`src/logic/cff_pkg.sv`:
```
package cff_pkg;

  // bus shape
  localparam int unsigned CFF_ADDR_W = 8;
  localparam int unsigned CFF_DATA_W = 32;
  localparam int unsigned CFF_PORTS  = 4;
  localparam int unsigned CFF_NUM_W  = 16;

  // register indices; byte address is four times the index
  localparam logic [5:0] CFF_IDX_MAX_HIGH = 6'h1d;
  localparam logic [5:0] CFF_IDX_MAX_LOW  = 6'h1e;
  localparam logic [5:0] CFF_IDX_RATE     = 6'h1f;
  localparam logic [5:0] CFF_IDX_FWD      = 6'h20;
  localparam logic [5:0] CFF_IDX_STATUS   = 6'h28;
  localparam logic [5:0] CFF_IDX_NUM_BASE = 6'h29;

  // reset values
  localparam logic [7:0] CFF_RST_MAX_HIGH = 8'h00;
  localparam logic [7:0] CFF_RST_MAX_LOW  = 8'h04;
  localparam logic [1:0] CFF_RST_RATE     = 2'h2;
  localparam logic [7:0] CFF_RST_FWD      = 8'hf0;

  // field positions
  localparam int unsigned CFF_FWD_OFF_LSB = 4;
  localparam int unsigned CFF_MAP_LSB     = 0;
  localparam int unsigned CFF_RATE_LSB    = 0;
  localparam int unsigned CFF_RATE_W      = 2;

  // transmitter rate codes
  localparam logic [1:0] CFF_RATE_1600 = 2'h0;
  localparam logic [1:0] CFF_RATE_RSVD = 2'h1;
  localparam logic [1:0] CFF_RATE_800  = 2'h2;
  localparam logic [1:0] CFF_RATE_400  = 2'h3;

  // bus responses
  localparam logic [1:0] CFF_RESP_OKAY   = 2'h0;
  localparam logic [1:0] CFF_RESP_SLVERR = 2'h2;

endpackage : cff_pkg

```
`src/logic/cff_frame_counter.sv`:
```
// per-port frame numbering, one instance per receive port
module cff_frame_counter
  import cff_pkg::*;
(
  input  wire logic                 i_clock,
  input  wire logic                 i_rstn,
  input  wire logic [CFF_NUM_W-1:0] i_max_count,
  input  wire logic                 i_raw_mode,
  input  wire logic                 i_frame_start,
  input  wire logic                 i_frame_end,
  output logic      [CFF_NUM_W-1:0] o_number,
  output logic                      o_start_strobe,
  output logic                      o_end_strobe
);

  logic [CFF_NUM_W-1:0] count;
  logic [CFF_NUM_W-1:0] next_count;
  logic                 raw_start;
  logic                 wrap;

  // only frames built in raw mode are numbered
  assign raw_start = i_frame_start && i_raw_mode;
  // >= also catches a limit lowered below the running count
  assign wrap = (count == '0) || (count >= i_max_count);
  assign next_count = (i_max_count == '0) ? '0 :
                      wrap ? CFF_NUM_W'(1) : count + CFF_NUM_W'(1);

  // number is held from frame start through the matching end
  always_ff @(posedge i_clock) begin
    if (!i_rstn) begin
      count          <= '0;
      o_number       <= '0;
      o_start_strobe <= 1'b0;
      o_end_strobe   <= 1'b0;
    end else begin
      if (raw_start) begin
        count    <= next_count;
        o_number <= next_count;
      end
      o_start_strobe <= raw_start;
      o_end_strobe   <= i_frame_end && i_raw_mode;
    end
  end

endmodule : cff_frame_counter

```
`src/logic/cff_top.sv`:
```
// Overview of operation
// - raw frames carry 16-bit number in start, end
// - zero limit means frame number always zero
// - number counts 1 to limit, then wraps
// - limit built from high and low bytes
// - rate codes: 00 1600, 10 800, 11 400
// - rate select resets to two, 800 Mbps
// - bits 7..4 disable forwarding per port
// - forwarding register resets to f0
// - bits 3..0 pick output 0 or 1
// - only raw-mode frames are numbered
module cff_top
  import cff_pkg::*;
(
  input  wire logic                  i_clock,
  input  wire logic                  i_rstn,
  // axi4-lite write address
  input  wire logic                  i_awvalid,
  output logic                       o_awready,
  input  wire logic [CFF_ADDR_W-1:0] i_awaddr,
  // axi4-lite write data
  input  wire logic                  i_wvalid,
  output logic                       o_wready,
  input  wire logic [CFF_DATA_W-1:0] i_wdata,
  input  wire logic [3:0]            i_wstrb,
  // axi4-lite write response
  output logic                       o_bvalid,
  input  wire logic                  i_bready,
  output logic      [1:0]            o_bresp,
  // axi4-lite read address
  input  wire logic                  i_arvalid,
  output logic                       o_arready,
  input  wire logic [CFF_ADDR_W-1:0] i_araddr,
  // axi4-lite read data
  output logic                       o_rvalid,
  input  wire logic                  i_rready,
  output logic      [CFF_DATA_W-1:0] o_rdata,
  output logic      [1:0]            o_rresp,
  // frame events from the receive ports
  input  wire logic                  i_raw_mode,
  input  wire logic [CFF_PORTS-1:0]  i_frame_start,
  input  wire logic [CFF_PORTS-1:0]  i_frame_end,
  output logic      [CFF_NUM_W-1:0]  o_frame_number [CFF_PORTS],
  output logic      [CFF_PORTS-1:0]  o_fs_strobe,
  output logic      [CFF_PORTS-1:0]  o_fe_strobe,
  // forwarding controls
  output logic      [CFF_PORTS-1:0]  o_forward_off,
  output logic      [CFF_PORTS-1:0]  o_output_select,
  output logic      [CFF_PORTS-1:0]  o_out0_ports,
  output logic      [CFF_PORTS-1:0]  o_out1_ports,
  // transmitter rate
  output logic      [CFF_RATE_W-1:0] o_rate_sel,
  output logic                       o_rate_1600,
  output logic                       o_rate_800,
  output logic                       o_rate_400,
  output logic                       o_rate_reserved
);

  // ---- register state
  logic [7:0]            frame_limit_upper_byte;
  logic [7:0]            frame_limit_lower_byte;
  logic [CFF_RATE_W-1:0] rate_sel;
  logic [7:0]            fwd_ctl;
  logic [CFF_PORTS-1:0]  map_warn;

  // ---- write channel state
  logic                  aw_held;
  logic                  w_held;
  logic [CFF_ADDR_W-1:0] aw_addr;
  logic [7:0]            w_byte;
  logic                  w_lane0;

  // ---- derived wires
  logic                  aw_take;
  logic                  w_take;
  logic                  wr_fire;
  logic                  next_aw_held;
  logic                  next_w_held;
  logic                  next_bvalid;
  logic                  rd_fire;
  logic                  next_rvalid;
  logic [5:0]            wr_idx;
  logic [5:0]            rd_idx;
  logic                  wr_aligned;
  logic                  rd_aligned;
  logic                  wr_max_high;
  logic                  wr_max_low;
  logic                  wr_rate;
  logic                  wr_fwd;
  logic                  wr_status;
  logic                  wr_hit;
  logic                  wr_byte_en;
  logic [CFF_PORTS-1:0]  rd_num_hit;
  logic                  rd_hit;
  logic [CFF_DATA_W-1:0] rd_word;
  logic [CFF_DATA_W-1:0] rd_num_word;
  logic [CFF_NUM_W-1:0]  max_count;
  logic [CFF_PORTS-1:0]  map_changed;
  logic [CFF_PORTS-1:0]  map_set;
  logic [CFF_PORTS-1:0]  map_clr;
  logic [CFF_PORTS-1:0]  fwd_off;
  logic [CFF_PORTS-1:0]  out_select;

  // ---- write handshake: address and data taken in either order
  assign aw_take = i_awvalid && o_awready;
  assign w_take  = i_wvalid && o_wready;
  assign wr_fire = aw_held && w_held && !o_bvalid;

  assign next_aw_held = (aw_held && !wr_fire) || aw_take;
  assign next_w_held  = (w_held && !wr_fire) || w_take;
  assign next_bvalid  = wr_fire || (o_bvalid && !i_bready);

  // ---- read handshake: one read outstanding at a time
  assign rd_fire     = i_arvalid && o_arready;
  assign next_rvalid = rd_fire || (o_rvalid && !i_rready);

  // ---- write decode on the captured address
  assign wr_idx      = aw_addr[7:2];
  assign wr_aligned  = (aw_addr[1:0] == 2'h0);
  assign wr_max_high = wr_aligned && (wr_idx == CFF_IDX_MAX_HIGH);
  assign wr_max_low  = wr_aligned && (wr_idx == CFF_IDX_MAX_LOW);
  assign wr_rate     = wr_aligned && (wr_idx == CFF_IDX_RATE);
  assign wr_fwd      = wr_aligned && (wr_idx == CFF_IDX_FWD);
  assign wr_status   = wr_aligned && (wr_idx == CFF_IDX_STATUS);
  assign wr_hit      = wr_max_high || wr_max_low || wr_rate ||
                       wr_fwd || wr_status;
  // registers are one byte wide, so only lane 0 stores
  assign wr_byte_en  = wr_fire && w_lane0;

  // ---- field views of the forwarding register
  assign fwd_off    = fwd_ctl[CFF_FWD_OFF_LSB +: CFF_PORTS];
  assign out_select = fwd_ctl[CFF_MAP_LSB +: CFF_PORTS];

  // ---- 16-bit limit from the two bytes
  assign max_count = {frame_limit_upper_byte,
                      frame_limit_lower_byte};

  // ---- remapping a port that still forwards is flagged for software;
  // the hardware cannot stop the host doing it, only report it
  assign map_changed = (w_byte[CFF_MAP_LSB +: CFF_PORTS] ^ out_select);
  assign map_set = (wr_byte_en && wr_fwd) ?
                   (map_changed & ~fwd_off) : '0;
  assign map_clr = (wr_byte_en && wr_status) ?
                   w_byte[CFF_PORTS-1:0] : '0;

  // ---- read decode straight from the bus address
  assign rd_idx     = i_araddr[7:2];
  assign rd_aligned = (i_araddr[1:0] == 2'h0);

  // per-port frame number readback, one word per port
  genvar g;
  generate
    for (g = 0; g < CFF_PORTS; g++) begin : g_port
      assign rd_num_hit[g] = rd_aligned &&
             (rd_idx == CFF_IDX_NUM_BASE + 6'(g));

      cff_frame_counter u_counter (
        .i_clock        (i_clock),
        .i_rstn         (i_rstn),
        .i_max_count    (max_count),
        .i_raw_mode     (i_raw_mode),
        .i_frame_start  (i_frame_start[g]),
        .i_frame_end    (i_frame_end[g]),
        .o_number       (o_frame_number[g]),
        .o_start_strobe (o_fs_strobe[g]),
        .o_end_strobe   (o_fe_strobe[g])
      );
    end
  endgenerate

  // one-hot select of the frame number words
  always_comb begin
    rd_num_word = '0;
    for (int p = 0; p < CFF_PORTS; p++) begin
      if (rd_num_hit[p]) begin
        rd_num_word = {16'h0000, o_frame_number[p]};
      end
    end
  end

  assign rd_hit = (|rd_num_hit) || (rd_aligned &&
                  ((rd_idx == CFF_IDX_MAX_HIGH) ||
                   (rd_idx == CFF_IDX_MAX_LOW) ||
                   (rd_idx == CFF_IDX_RATE) ||
                   (rd_idx == CFF_IDX_FWD) ||
                   (rd_idx == CFF_IDX_STATUS)));

  // reserved rate bits 7..2 read as zero
  assign rd_word =
    !rd_aligned ? '0 :
    (rd_idx == CFF_IDX_MAX_HIGH) ? {24'h0, frame_limit_upper_byte} :
    (rd_idx == CFF_IDX_MAX_LOW)  ? {24'h0, frame_limit_lower_byte} :
    (rd_idx == CFF_IDX_RATE)     ? {30'h0, rate_sel} :
    (rd_idx == CFF_IDX_FWD)      ? {24'h0, fwd_ctl} :
    (rd_idx == CFF_IDX_STATUS)   ? {28'h0, map_warn} :
    rd_num_word;

  // ---- write channel capture
  always_ff @(posedge i_clock) begin
    if (!i_rstn) begin
      aw_held <= 1'b0;
      w_held  <= 1'b0;
      aw_addr <= '0;
      w_byte  <= '0;
      w_lane0 <= 1'b0;
    end else begin
      aw_held <= next_aw_held;
      w_held  <= next_w_held;
      if (aw_take) begin
        aw_addr <= i_awaddr;
      end
      if (w_take) begin
        w_byte  <= i_wdata[7:0];
        w_lane0 <= i_wstrb[0];
      end
    end
  end

  // ---- ready and response flops; ready drops while a reply waits
  always_ff @(posedge i_clock) begin
    if (!i_rstn) begin
      o_awready <= 1'b0;
      o_wready  <= 1'b0;
      o_bvalid  <= 1'b0;
      o_bresp   <= CFF_RESP_OKAY;
    end else begin
      o_awready <= !next_aw_held && !next_bvalid;
      o_wready  <= !next_w_held && !next_bvalid;
      o_bvalid  <= next_bvalid;
      if (wr_fire) begin
        o_bresp <= wr_hit ? CFF_RESP_OKAY : CFF_RESP_SLVERR;
      end
    end
  end

  // ---- read answer one cycle after the address is taken
  always_ff @(posedge i_clock) begin
    if (!i_rstn) begin
      o_arready <= 1'b0;
      o_rvalid  <= 1'b0;
      o_rdata   <= '0;
      o_rresp   <= CFF_RESP_OKAY;
    end else begin
      o_arready <= !next_rvalid;
      o_rvalid  <= next_rvalid;
      if (rd_fire) begin
        o_rdata <= rd_word;
        o_rresp <= rd_hit ? CFF_RESP_OKAY : CFF_RESP_SLVERR;
      end
    end
  end

  // ---- configuration registers
  always_ff @(posedge i_clock) begin
    if (!i_rstn) begin
      frame_limit_upper_byte <= CFF_RST_MAX_HIGH;
      frame_limit_lower_byte <= CFF_RST_MAX_LOW;
      rate_sel               <= CFF_RST_RATE;
      fwd_ctl                <= CFF_RST_FWD;
    end else if (wr_byte_en) begin
      if (wr_max_high) begin
        frame_limit_upper_byte <= w_byte;
      end
      if (wr_max_low) begin
        frame_limit_lower_byte <= w_byte;
      end
      if (wr_rate) begin
        rate_sel <= w_byte[CFF_RATE_LSB +: CFF_RATE_W];
      end
      if (wr_fwd) begin
        fwd_ctl <= w_byte;
      end
    end
  end

  // ---- sticky remap warning; a new event beats a same-cycle clear
  always_ff @(posedge i_clock) begin
    if (!i_rstn) begin
      map_warn <= '0;
    end else begin
      map_warn <= (map_warn & ~map_clr) | map_set;
    end
  end

  // ---- rate decode, flopped so every output leaves a register
  always_ff @(posedge i_clock) begin
    if (!i_rstn) begin
      o_rate_1600     <= 1'b0;
      o_rate_800      <= 1'b1;
      o_rate_400      <= 1'b0;
      o_rate_reserved <= 1'b0;
    end else begin
      o_rate_1600     <= (rate_sel == CFF_RATE_1600);
      o_rate_800      <= (rate_sel == CFF_RATE_800);
      o_rate_400      <= (rate_sel == CFF_RATE_400);
      o_rate_reserved <= (rate_sel == CFF_RATE_RSVD);
    end
  end

  // ---- per-output port masks: enabled and mapped there
  always_ff @(posedge i_clock) begin
    if (!i_rstn) begin
      o_out0_ports <= '0;
      o_out1_ports <= '0;
    end else begin
      o_out0_ports <= ~fwd_off & ~out_select;
      o_out1_ports <= ~fwd_off & out_select;
    end
  end

  // field views come straight from the register flops
  assign o_forward_off   = fwd_off;
  assign o_output_select = out_select;
  assign o_rate_sel      = rate_sel;

endmodule : cff_top
```
`config.mk`:
```
export PLATFORM = sky130hd
export DESIGN_NAME = cff_top
export DESIGN_NICKNAME = d
export VERILOG_FILES = /design/src/logic/cff_pkg.sv /design/src/logic/cff_frame_counter.sv /design/src/logic/cff_top.sv
export SDC_FILE = /design/constraint.sdc
export NUM_CORES = 1
export LEC_CHECK = 0
export BUFFER_PORTS_ARGS = -buffer_cell sky130_fd_sc_hd__buf_2
export CAP_MARGIN = 20
export CORE_MARGIN = 5
export CORE_UTILIZATION = 51
export CTS_BUF_LIST = sky130_fd_sc_hd__clkbuf_4
export DETAILED_ROUTE_END_ITERATION = 12
export PLACE_DENSITY_LB_ADDON = 0.25
export SYNTH_ARGS = -nofsm -noshare
export SYNTH_HDL_FRONTEND = slang
export SYNTH_HIERARCHICAL = 1
export SYNTH_SLANG_ARGS = --single-unit
```
`constraint.sdc`:
```
create_clock -name i_clock -period 3.54 [get_ports i_clock]
set_input_delay 0.531 -clock i_clock [delete_from_list [all_inputs] [get_ports i_clock]]
set_output_delay 0.531 -clock i_clock [all_outputs]
set_load 0.005 [all_outputs]
```
==> impl_results.md <==
- H-tree Lvls: 4
- Num CTS Buffers: 17
- R2R Setup Slk: 0.51 ns
- Worst setup SP type: register
- Synth area leaders: dfxtp_1, ha_1, nand2_1, mux2i_1, inv_1
- Worst Setup End Kind: register
- Root buffer cell: clkbuf_4
- Fin area: 11,200 um^2
- WP data arrival: between 3 and 4 ns
- Setup Crit Path Kind: reg -> reg
- Max Cap Viol: 0
- DR pass1 iterations: 6
- Final wirelength: 30,300 um
- Post-synth EDFFs: 0
- Layout cells sized above 1: 18.9%
- Post-synth top area share: 31.3%
- Count of final max-slew check failures: 0
- Worst VDD drop: 0.000208 V
- Filler cells: 1,858
- Clk_lat worst skew: 0.60 ns
- Final setup margin: 0.507 ns
- R2r startpoint: frame_limit_lower_byte[0]
- Chip width: 150 um
- Average cell area after synthesis: 8.36 um^2
- Period utilization: 85.7%
- Reg2reg end: g_port[3].u_counter/o_number[10]
- Most frequent cell after synthesis: nand2_1
- First-pass GRT wire length: 48,300 um
- Clock skew: approximately 0.027 ns
- Core area: 19,400 um^2
- DR vias/cell: 6.02
- Crit path max fanout: 12
- Count of final setup violators: 0
- Post-synthesis cell count: about 1,200
- Top cell type by total area after synthesis: dfxtp_1
- Port Buffers: 157
- CTS tree: done
- Status: completed
- Top Ports: approximately 200
- Fin Setup TNS: 0 ns
- Iteration-0 DRC Markers: 930
- Async S/R FF share, synth: 0%
- FP Rows: 51
- Fin crit period: 3.03 ns
- Worst reg2reg path depth: 7
- Fin. Hold Viols: 0
- Hold crit path type: in -> reg
- Total Routing Usage GR: a little over a quarter
- RSZ-0062 raised after global routing: no
- Dpl ws: 0.573 ns
- Vias in the first global route: 9,174
- CTS Sinks: 156
- Sequential area share after synthesis: approximately 31%
- WL/cell: 18.8 um
- Hold Buf Count CTS: 0
- Synth cell types: between 70 and 80
- Req. time, crit path: 4.02 ns
- Maximum number of pins on one net before global-route repair: 59
- DR DRC count: 0
- Number of synthesis warnings: 6
- Final Net Count: 1,473
- Die area: between 20,000 and 25,000 um^2
- Leakage: 4.48 nW
- Setup Fix Bufs, Post-CTS: 0
- Worst slew margin: 36.2%
- PwrDens: 282 nW/um^2
- Dpl hpwl: 22,000 um
- Placer Congestion: 0.946
- Cell depth of the worst hold path: 2
- Vias: 9,697
- Antenna Violating Nets Remaining: 0
- Peak Freq: 330 MHz
- Starting Density: 51.5%
- Total grt overflow: 0
- Worst Setup SP: frame_limit_lower_byte[0]
- Area added between synthesis and finish: 12.1%
- Cts repair resizes: 0
- Register bit total from synthesis: 156
- Cell area after placement: 10,900 um^2
- Die Height: 150 um
- Post-Syn Area: 9990 um^2
- Top cells by count, synth: nand2_1, dfxtp_1, inv_1, ha_1, nand3_1
- Worst Setup EP: g_port[3].u_counter/o_number[10]
- Main synth FF type: dfxtp_1
- CTS clk-pin slew, worst paths: between 0.15 and 0.2 ns
- CTS Buffer Depth: 2
- Worst Tran Pin Value: about 0.95 ns
- Initial antenna violation count: 1
-- stage by stage --
stage / power, mW / hold slack (ns) / util (%) / std cells
2_1_floorplan: 2.04 / 0.449 / - / 1211
3_3_place_gp: 2.13 / 0.443 / 56.3 / 1579
3_5_place_dp: 2.13 / 0.447 / 56.3 / 1579
4_1_cts: 3.19 / 0.110 / 57.7 / 1611
5_1_grt: 3.30 / 0.0973 / 57.7 / 1612
6_report: 3.16 / 0.143 / 57.7 / 1612
-- worst max-delay path, stage by stage (launching register included) --
cell and delay (ns):
dfxtp_1 0.72, ha_1 0.33, nand2b_4 0.15, a2111oi_4 0.37
a2111oi_2 0.11, nor4_4 0.54, nand2_2 0.29, o311ai_0 0.40
-- cells by family after synthesis --
family	after synthesis	synth area share, %
and+or+nand+nor	465	26.0
adders and majority gates	72	9.02
buffers and inverters	167	7.30
xor gates and xnor gates	17	1.49
AOI/OAI and AO/OA	270	20.2
other	1	0.0375
DFF	156	31.3
muxes	46	4.67
-- routing by layer --
metal | GRT usage [%] | vias to the layer above | share of wire, %
met2 | 41.2 | 433 | 45
met3 | 5.15 | 80 | 7.9
met5 | 0 | - | 0
li1 | - | 4646 | -
met4 | 10.5 | 0 | 3.1
met1 | 37.0 | 4538 | 44
-- worst min-delay path by stage --
| stage | start | endpoint | slack (ns) |
|---|---|---|---|
| 2_1_floorplan | o_rdata[10] | o_rdata[10] | 0.45 |
| 3_3_place_gp | o_rdata[13] | o_rdata[13] | 0.44 |
| 3_5_place_dp | o_rdata[13] | o_rdata[13] | 0.45 |
| 4_1_cts | i_frame_end[1] | g_port[1].u_counter/o_end_strobe | 0.11 |
| 5_1_grt | i_wdata[7] | w_byte[7] | 0.1 |
| 6_report | i_frame_end[1] | g_port[1].u_counter/o_end_strobe | 0.14 |
-- registers in the layout, indices dropped and copies added, names as in the netlist, 8 cells and up --
register and count:
g_port.u_counter/o_number 64, w_byte 8, o_rdata 16, frame_limit_lower_byte 8, aw_addr 8, fwd_ctl 8, frame_limit_upper_byte 8
-- power breakdown --
group / switching [mW] / internal, mW / total, mW
Clock: 0.747 / 0.314 / 1.06
Combinational: 0.184 / 0.107 / 0.291
Sequential: 0.0272 / 1.78 / 1.81
Total: 0.959 / 2.20 / 3.16
-- final cells by class --
class,instances,area [um^2],share of cell area (%)
clock inverters,14,128,1.14
clock buffers,18,135,1.21
flip-flops and latches,156,3120,27.9
repair buffers,175,921,8.23
diodes,1,2.50,0.0224
multi-input cells,888,6200,55.4
well taps,265,332,2.96
inverters,95,357,3.19
-- layout by cell type (no fill, tap or decap), types with 7 or more instances in the layout --
cell type / instances
a21boi_0: 27
a21o_1: 11
a21oi_1: 43
a22oi_1: 8
a31oi_1: 15
a32oi_1: 12
a41oi_1: 12
and2_0: 8
and2_1: 11
and3_1: 22
buf_2: 157
buf_4: 18
clkbuf_4: 18
conb_1: 18
dfxtp_1: 156
ha_1: 72
inv_1: 95
mux2i_1: 41
nand2_1: 157
nand3_1: 52
nand4_1: 47
nand4b_1: 14
nor2_1: 31
nor2b_1: 22
nor3_1: 16
nor4_1: 24
o211ai_1: 17
o21ai_0: 40
o22a_1: 12
o22ai_1: 15
o311ai_0: 7
o31ai_1: 12
or2_2: 9
or3_1: 7
xnor2_1: 9
xor2_1: 8
(Power assumes the default switching activity.)
